`src/nso_pkg.sv`:
```
// Purpose: Shared constants and carrier types for oscillator select and overrange logic
// Assumes: Single 50 MHz sample-domain clock
// Notes: Widths are defaults; modules take parameters where sensible
package nso_pkg;
	// ----------------------------------------
	// Widths and settings
	// ----------------------------------------
	localparam int SAMPLE_W = 12; // Sample width, signed two's complement
	localparam int MAG_W = 12; // Magnitude and threshold width
	localparam int HOLD_W = 8; // Hold length counter width
	localparam int PHASE_W = 32; // Oscillator phase accumulator width
	localparam int NUM_OSC = 4; // Oscillators per downconverter
	localparam logic OSC_SRC_PINS = 1'h1; // Select source value that lets the pins steer
	localparam logic [1:0] OSC_SEL_RESET = 2'h0; // Selection after reset
	localparam logic [PHASE_W-1:0] PHASE_RESET = 32'h0; // Phase after reset

	// ----------------------------------------
	// Carrier types
	// ----------------------------------------
	typedef struct packed {
		logic sel_high; // High selection bit
		logic sel_low; // Low selection bit
	} nso_sel_pins_t;

	typedef struct packed {
		logic [MAG_W-1:0] thr_zero; // First threshold
		logic [MAG_W-1:0] thr_one; // Second threshold
		logic [HOLD_W-1:0] hold_len; // Minimum high time in cycles
	} nso_over_cfg_t;

	typedef logic [NUM_OSC-1:0][PHASE_W-1:0] nso_phase_set_t;
endpackage

```
`src/nso_over_det.sv`:
```
// Purpose: One channel of two-threshold overrange detection with hold
// Assumes: Sample arrives in the CLK domain
// Notes: Outputs are registered
`timescale 1ns/1ps
module nso_over_det #(
	parameter int SW = nso_pkg::SAMPLE_W
) (
	input wire logic clk,
	input wire logic arst_n,
	input wire logic signed [SW-1:0] sample,
	input wire nso_pkg::nso_over_cfg_t cfg,
	output logic [1:0] flag
);
	import nso_pkg::*;

	// ----------------------------------------
	// Magnitude
	// ----------------------------------------
	logic [SW-1:0] mag; // Absolute value of sample
	logic [1:0] exceed; // Per-threshold exceedance
	logic [1:0][HOLD_W-1:0] cnt; // Remaining hold cycles

	// Absolute value, most negative saturates
	always_comb begin
		if (sample[SW-1]) begin
			mag = (sample == {1'b1, {(SW-1){1'b0}}}) ? {1'b0, {(SW-1){1'b1}}} : SW'(-sample);
		end else begin
			mag = sample;
		end
		exceed[0] = MAG_W'(mag) > cfg.thr_zero;
		exceed[1] = MAG_W'(mag) > cfg.thr_one;
	end

	// ----------------------------------------
	// Hold counters and flags
	// ----------------------------------------
	for (genvar g = 0; g < 2; g++) begin : g_thr
		// Set on exceedance, reload hold, fall after full quiet hold
		always_ff @(posedge clk or negedge arst_n) begin
			if (!arst_n) begin
				cnt[g] <= '0;
				flag[g] <= 1'b0;
			end else if (exceed[g]) begin
				cnt[g] <= cfg.hold_len;
				flag[g] <= 1'b1;
			end else if (cnt[g] != '0) begin
				cnt[g] <= cnt[g] - 1'b1;
				flag[g] <= 1'b1;
			end else begin
				flag[g] <= 1'b0;
			end
		end

		// Flag stays up three edges at least whenever hold is three or more
		a_over_hold: assert property (@(posedge clk) disable iff (!arst_n)
			arst_n && exceed[g] && cfg.hold_len >= 8'h3 |=> flag[g] [*3])
			else $error("overrange flag fell before hold elapsed");

		// Exceedance raises the flag on the next edge
		a_over_rise: assert property (@(posedge clk) disable iff (!arst_n)
			arst_n && exceed[g] |=> flag[g]) else $error("overrange flag did not rise");
		// Quiet sample with spent hold lets the flag fall
		a_over_fall: assert property (@(posedge clk) disable iff (!arst_n)
			arst_n && !exceed[g] && cnt[g] == '0 |=> !flag[g]) else $error("overrange flag did not fall");
	end
endmodule

```
`src/nso_top.sv`:
```
// Purpose: Oscillator select pins and overrange status outputs for two channels
// Assumes: Select pins asynchronous; samples and settings synchronous to CLK
// Notes: Oscillator phases advance every cycle whether selected or not
//
// Summary of operation
// - Two pin bits pick one of four oscillators
// - Each channel has its own selection pins
// - Unselected oscillators keep advancing their phase
// - Pins swap oscillator only when source equals one
// - Select pins synchronised before use
// - Two overrange outputs per channel, two thresholds
// - Output rises when magnitude exceeds threshold
// - Output held high at least hold length
`timescale 1ns/1ps
module nso_top #(
	parameter int PW = nso_pkg::PHASE_W
) (
	input wire logic CLK,
	input wire logic ARST_N,
	input wire nso_pkg::nso_sel_pins_t CHAN_A_OSC_SEL,
	input wire nso_pkg::nso_sel_pins_t CHAN_B_OSC_SEL,
	input wire logic OSC_SELECT_SOURCE,
	input wire logic COMPLEX_FORMAT,
	input wire logic [1:0] REG_SEL_A,
	input wire logic [1:0] REG_SEL_B,
	input wire nso_pkg::nso_phase_set_t FREQ_WORD_A,
	input wire nso_pkg::nso_phase_set_t FREQ_WORD_B,
	input wire logic signed [nso_pkg::SAMPLE_W-1:0] SAMPLE_A,
	input wire logic signed [nso_pkg::SAMPLE_W-1:0] SAMPLE_B,
	input wire nso_pkg::nso_over_cfg_t OVER_CFG,
	output logic [1:0] ACTIVE_OSC_A,
	output logic [1:0] ACTIVE_OSC_B,
	output logic MIXER_EN_A,
	output logic MIXER_EN_B,
	output logic [PW-1:0] MIX_PHASE_A,
	output logic [PW-1:0] MIX_PHASE_B,
	output logic CHAN_A_OVER_FLAG_ZERO,
	output logic CHAN_A_OVER_FLAG_ONE,
	output logic CHAN_B_OVER_FLAG_ZERO,
	output logic CHAN_B_OVER_FLAG_ONE
);
	import nso_pkg::*;

	// ----------------------------------------
	// Reset history
	// ----------------------------------------
	logic [1:0] rst_age; // Ones shifted in after release, guards history checks

	// Fills with ones so checks skip edges whose history reaches into reset
	always_ff @(posedge CLK or negedge ARST_N) begin
		if (!ARST_N) begin
			rst_age <= 2'h0;
		end else begin
			rst_age <= {rst_age[0], 1'b1};
		end
	end

	// ----------------------------------------
	// Select pin synchronisers
	// ----------------------------------------
	logic [1:0] sync1_a; // First stage, read only by second stage
	logic [1:0] sync1_b; // First stage, read only by second stage
	logic [1:0] sync2_a; // Safe copy of channel A pins
	logic [1:0] sync2_b; // Safe copy of channel B pins

	// Two-flop synchroniser on all four pins
	always_ff @(posedge CLK or negedge ARST_N) begin
		if (!ARST_N) begin
			sync1_a <= 2'h0;
			sync1_b <= 2'h0;
			sync2_a <= 2'h0;
			sync2_b <= 2'h0;
		end else begin
			sync1_a <= {CHAN_A_OSC_SEL.sel_high, CHAN_A_OSC_SEL.sel_low};
			sync1_b <= {CHAN_B_OSC_SEL.sel_high, CHAN_B_OSC_SEL.sel_low};
			sync2_a <= sync1_a;
			sync2_b <= sync1_b;
		end
	end

	// ----------------------------------------
	// Oscillator selection
	// ----------------------------------------
	logic [1:0] next_sel_a; // Chosen oscillator, channel A
	logic [1:0] next_sel_b; // Chosen oscillator, channel B

	// Pins steer only when source setting says so, else register choice
	always_comb begin
		next_sel_a = (OSC_SELECT_SOURCE == OSC_SRC_PINS) ? sync2_a : REG_SEL_A;
		next_sel_b = (OSC_SELECT_SOURCE == OSC_SRC_PINS) ? sync2_b : REG_SEL_B;
	end

	// Register active selection per channel
	always_ff @(posedge CLK or negedge ARST_N) begin
		if (!ARST_N) begin
			ACTIVE_OSC_A <= OSC_SEL_RESET;
			ACTIVE_OSC_B <= OSC_SEL_RESET;
			MIXER_EN_A <= 1'b0;
			MIXER_EN_B <= 1'b0;
		end else begin
			ACTIVE_OSC_A <= next_sel_a;
			ACTIVE_OSC_B <= next_sel_b;
			MIXER_EN_A <= COMPLEX_FORMAT;
			MIXER_EN_B <= COMPLEX_FORMAT;
		end
	end

	// ----------------------------------------
	// Free-running phase accumulators
	// ----------------------------------------
	nso_phase_set_t phase_a; // All channel A oscillator phases
	nso_phase_set_t phase_b; // All channel B oscillator phases

	for (genvar k = 0; k < NUM_OSC; k++) begin : g_osc
		// Every oscillator advances each cycle, selected or not
		always_ff @(posedge CLK or negedge ARST_N) begin
			if (!ARST_N) begin
				phase_a[k] <= PHASE_RESET;
				phase_b[k] <= PHASE_RESET;
			end else begin
				phase_a[k] <= phase_a[k] + FREQ_WORD_A[k];
				phase_b[k] <= phase_b[k] + FREQ_WORD_B[k];
			end
		end

		a_osc_advance: assert property (@(posedge CLK) disable iff (!ARST_N)
			rst_age[0] |-> phase_a[k] == $past(phase_a[k]) + $past(FREQ_WORD_A[k])
			&& phase_b[k] == $past(phase_b[k]) + $past(FREQ_WORD_B[k]))
			else $error("unselected oscillator stopped advancing");
	end

	// Mixer phase taken from the selected oscillator
	always_ff @(posedge CLK or negedge ARST_N) begin
		if (!ARST_N) begin
			MIX_PHASE_A <= '0;
			MIX_PHASE_B <= '0;
		end else begin
			MIX_PHASE_A <= PW'(phase_a[next_sel_a]);
			MIX_PHASE_B <= PW'(phase_b[next_sel_b]);
		end
	end

	// ----------------------------------------
	// Overrange detectors
	// ----------------------------------------
	logic [1:0] flag_a; // Channel A flags
	logic [1:0] flag_b; // Channel B flags

	nso_over_det u_over_a (
		.clk(CLK),
		.arst_n(ARST_N),
		.sample(SAMPLE_A),
		.cfg(OVER_CFG),
		.flag(flag_a)
	);

	nso_over_det u_over_b (
		.clk(CLK),
		.arst_n(ARST_N),
		.sample(SAMPLE_B),
		.cfg(OVER_CFG),
		.flag(flag_b)
	);

	// Detector flags are registered; direct output mapping
	always_comb begin
		CHAN_A_OVER_FLAG_ZERO = flag_a[0];
		CHAN_A_OVER_FLAG_ONE = flag_a[1];
		CHAN_B_OVER_FLAG_ZERO = flag_b[0];
		CHAN_B_OVER_FLAG_ONE = flag_b[1];
	end

	// ----------------------------------------
	// Checks
	// ----------------------------------------
	// Channel A shows its pins three edges later while pins steer
	a_pin_follow: assert property (@(posedge CLK) disable iff (!ARST_N)
		rst_age[1] && OSC_SELECT_SOURCE
		|=> ACTIVE_OSC_A == $past(CHAN_A_OSC_SEL, 3))
		else $error("pin selection not followed");
	// Channel B follows its own pins, apart from channel A
	a_pin_follow_b: assert property (@(posedge CLK) disable iff (!ARST_N)
		rst_age[1] && OSC_SELECT_SOURCE
		|=> ACTIVE_OSC_B == $past(CHAN_B_OSC_SEL, 3))
		else $error("channel B pin selection not followed");

	// Register choice steers and pins are ignored while source is zero
	a_reg_hold: assert property (@(posedge CLK) disable iff (!ARST_N)
		ARST_N && !OSC_SELECT_SOURCE
		|=> ACTIVE_OSC_B == $past(REG_SEL_B))
		else $error("pins steered while disabled");
	a_reg_hold_a: assert property (@(posedge CLK) disable iff (!ARST_N)
		ARST_N && !OSC_SELECT_SOURCE
		|=> ACTIVE_OSC_A == $past(REG_SEL_A))
		else $error("channel A pins steered while disabled");

	// Two flops stand between each pin and the selection logic
	a_sync_delay: assert property (@(posedge CLK) disable iff (!ARST_N)
		ARST_N
		|-> ##2 sync2_a == $past(CHAN_A_OSC_SEL, 2))
		else $error("synchroniser depth wrong");
	a_sync_delay_b: assert property (@(posedge CLK) disable iff (!ARST_N)
		ARST_N
		|-> ##2 sync2_b == $past(CHAN_B_OSC_SEL, 2))
		else $error("channel B synchroniser depth wrong");

	// Mixer phase comes from the oscillator chosen one edge before
	a_mix_phase: assert property (@(posedge CLK) disable iff (!ARST_N)
		rst_age[0]
		|-> MIX_PHASE_B == $past(phase_b[next_sel_b]))
		else $error("mixer phase from wrong oscillator");
	a_mix_phase_a: assert property (@(posedge CLK) disable iff (!ARST_N)
		rst_age[0]
		|-> MIX_PHASE_A == $past(phase_a[next_sel_a]))
		else $error("channel A mixer phase from wrong oscillator");

	// Mixers run only while the complex format is active
	a_mixer_enable: assert property (@(posedge CLK) disable iff (!ARST_N)
		rst_age[0]
		|-> MIXER_EN_A == $past(COMPLEX_FORMAT) && MIXER_EN_B == $past(COMPLEX_FORMAT))
		else $error("mixer enable does not follow complex format");
endmodule

```
`config.mk`:
```
export PLATFORM = sky130hd
export DESIGN_NAME = nso_top
export DESIGN_NICKNAME = d
export VERILOG_FILES = /design/src/nso_pkg.sv /design/src/nso_over_det.sv /design/src/nso_top.sv
export SDC_FILE = /design/constraint.sdc
export NUM_CORES = 1
export LEC_CHECK = 0
export ABC_CLOCK_PERIOD_IN_PS = 7400
export BUFFER_PORTS_ARGS = -buffer_cell sky130_fd_sc_hd__buf_2
export CAP_MARGIN = 20
export CORE_UTILIZATION = 52
export CTS_CLUSTER_SIZE = 30
export DETAILED_ROUTE_END_ITERATION = 6
export HOLD_SLACK_MARGIN = 0.15
export PLACE_DENSITY = 0.85
export SLEW_MARGIN = 20
export SYNTH_ARGS = -nofsm -noshare
export SYNTH_HDL_FRONTEND = slang
export SYNTH_SLANG_ARGS = --single-unit
```
`constraint.sdc`:
```
create_clock -name CLK -period 7.4 [get_ports CLK]
set_input_delay 1.11 -clock CLK [delete_from_list [all_inputs] [get_ports CLK]]
set_output_delay 1.11 -clock CLK [all_outputs]
set_load 0.005 [all_outputs]
```
==> impl_metrics.csv <==
group,metric,value,unit
run_status,outcome,"finished, final reports clean",
logic_synthesis,synth-edff-count,0,
timing,worst_slew_pin_slew,1030,ps
logic_synthesis,syn_avg_cell_area,8.92,um2
logic_synthesis,syn_area,0.0264,mm2
global_route,grt_usage,28.8,%
final_layout,mostFrequentLayoutCell,"nand2_1",
clock_tree,postCtsResizedCells,0,
min_path,min_path_type,"register to register",
logic_synthesis,synth_area_leaders,"dfrtp_1 (35%), ha_1 (14%), nand2_1 (6.1%)",
floorplan,die_h,227,um
global_route,grt_remaining_overflow,0,
critical_path,cp_max_fo,9,
route,drt_first_pass_iters,7,
pwr,cellPowerDensity,443,mW/mm2
placement,dp_slack,2390,ps
critical_path,end_kind,"register",
global_route,grt_pass1_vias,23400,
pwr,internal_power,7.71,mW
logic_synthesis,synth_top_area_cell,"dfrtp_1",
floorplan,die_area,0.0517,mm2
placement,io_buffers,397,
timing,fin_skew,41.0,ps
pwr,seqPwrFrac,27.4,%
timing,period_share,60.5,%
clock_tree,holdBufCountCts,0,
clock_tree,cts_buffers,43,
final_layout,utilization,61.0,%
run,max_cap_violations,0,
pwr,p_sw_share,43.2,%
timing,timing.final.ws_setup,2930,ps
timing,fmax,224,MHz
clock_tree,cts_sinks,369,
global_route,grt_first_pass_wirelength,118000,um
clock_tree,clockBufferDepth,3,
pwr,p_comb_share,56.3,%
placement,dp_hpwl,57500,um
logic_synthesis,syn-num-nets,3598,
critical_path,crit_required,7840,ps
route,vias,23900,
clock_tree,clkTransAtPathRegs,60,ps
clock_tree,cts_tree,"done",
timing,slew_viol_final,0,
pwr,p_leak,14.9,nW
clock_tree,clockRootBuffer,"clkbuf_16",
clock_tree,post_cts_buffers,0,
logic_synthesis,ys_async_sr_fraction,100,%
critical_path,cp-start-kind,"primary input",
timing,rsz0062_at_grt,"no",
final_layout,nNetsFinal,3963,
route,remaining_drc_errors,0,
route,ant_nets,0,
placement,place_area,0.0291,mm2
critical_path,path_class,"primary input to register",
final_layout,area_growth,15.7,%
logic_synthesis,ys_ff_latch,369,
final_layout,num-fill-cells,4193,
min_path,holdPathStages,0,
timing,setup_viol_count_final,0,
global_route,grt_max_degree,161,
route,drt_first_iter_violations,1628,
logic_synthesis,synth_ff_type,"dfrtp_1",
final_layout,final_cell_area,0.0306,mm2
floorplan,start_util,52.7,%
placement,gp_congestion,0.962,
critical_path,worst_ep_arrival_time,4920,ps
route,viasPerCell,5.89,
clock_tree,clock_latency,600,ps
final_layout,final_cell_mix,"nand2_1 (432), buf_2 (396), dfrtp_1 (369)",
timing,relSlewSlack,31.1,%
logic_synthesis,synth_cell_types,66,
global_route,antenna_found_initial,38,
critical_path,r2r_cells,11,
pwr,clkPwrFrac,16.3,%
logic_synthesis,synth_top_area_share,34.9,%
final_layout,drive_gt1_share,15.6,%
floorplan,num_rows,82,
floorplan,die_width,227,um
logic_synthesis,netlist_instances,2964,
timing,period_needed,4470,ps
logic_synthesis,synthesis.yosys.warnings,0,
logic_synthesis,seq_area_frac_synth,34.9,%
timing,tns,0,ps
route,drt-total-wl,75200,um
pwr,power,13.6,mW
route,routedWlPerCell,18.5,um
floorplan,ios,398,
pwr,max-vdd-ir-drop,0.000287,V
clock_tree,h-tree-depth,2,
timing,hold_viol,0,
pwr,p_sw,5.86,mW
floorplan,core,0.0502,mm2
-- power groups by stage --
stage	logic, mW	registers [mW]	clock network, mW
after floorplan	5.86	3.52	0
after global placement	7.26	3.66	0
after detailed placement	7.46	3.70	0
after CTS	7.55	3.68	2.25
after global routing	8.54	3.80	2.32
final	7.64	3.71	2.21
-- through the flow --
step           hold slack [ps]  cells
3_3_place_gp               335   3955
4_1_cts                    364   4034
5_1_grt                    369   4045
3_5_place_dp               345   3955
6_report                   359   4053
2_1_floorplan              331   2964
-- worst max-delay path, cell delays in order --
cell and delay [ps]:
buf_2 110, or4_1 580, or3_1 390, or3_1 500
o211ai_1 190, ha_1 280, nor2b_1 130, o21ai_0 140
nand2b_1 80, a21oi_1 170, nor3_1 70, a2111oi_0 520
nor2_1 300, mux2_2 350
-- layout make-up --
class	count	area (um2)	area share [%]
Clock inverter	26	324	1.06
Sequential cell	369	9230	30.2
Timing Repair Buffer	406	2090	6.85
Antenna cell	18	45.0	0.147
Clock buffer	53	1130	3.71
Inverter	111	417	1.36
Tap cell	672	841	2.75
Multi-Input combinational cell	2398	16500	53.9
-- Yosys cell counts, drive strengths merged, types with 16 or more instances --
cell,n
clkbuf,81
o211ai,32
a21boi,16
nand2b,27
inv,111
o21ai,162
a31oi,101
o21bai,20
ha,302
a21o,139
nand2,432
xnor2,160
o21a,38
dfrtp,369
nand3,36
and3,91
nor2,130
a211oi,24
nor2b,34
mux2,29
a21oi,252
nand4,34
xor2,103
nor3,53
-- registers in the layout, indices dropped and copies added, names as in the netlist, 16 cells and up --
register and cells:
MIX_PHASE_A 32, u_over_b.cnt 16, phase_b 128, MIX_PHASE_B 32, u_over_a.cnt 16, phase_a 128
-- final timing paths --
check                       startpoint               to  slack [ps]
hold reg to reg             sync1_a[1]       sync2_a[1]         360
setup reg to reg            phase_b[0]      phase_b[26]        4290
hold / removal              sync1_a[1]       sync2_a[1]         360
max in group asynchronous       ARST_N     phase_a[120]        5410
setup / recovery           SAMPLE_B[5]  u_over_b.cnt[4]        2930
min in group asynchronous       ARST_N     phase_b[100]         530
-- logic make-up (layout without fill, tap and decap cells) --
logic type | Yosys count | in the layout | share of synthesized area [%]
multiplexers | 40 | 40 | 1.65
AND/OR/NAND/NOR | 902 | 902 | 15.8
AO/OA/AOI/OAI | 883 | 883 | 21.2
buffers and inverters | 197 | 596 | 2.82
XOR/XNOR | 263 | 263 | 8.71
flip-flops | 369 | 369 | 34.9
other | 0 | 18 | 0
adder cells (fa/ha/maj) | 310 | 310 | 14.9
-- metal layers --
layer,vias to the layer above,track usage [%],routed length [um]
li1,11500,-,-
met1,11300,35.6,30700
met2,863,48.5,35600
met3,194,7.77,6590
met4,40,9.48,2090
met5,-,0,251
No activity file was read; power rests on OpenSTA's default activity.
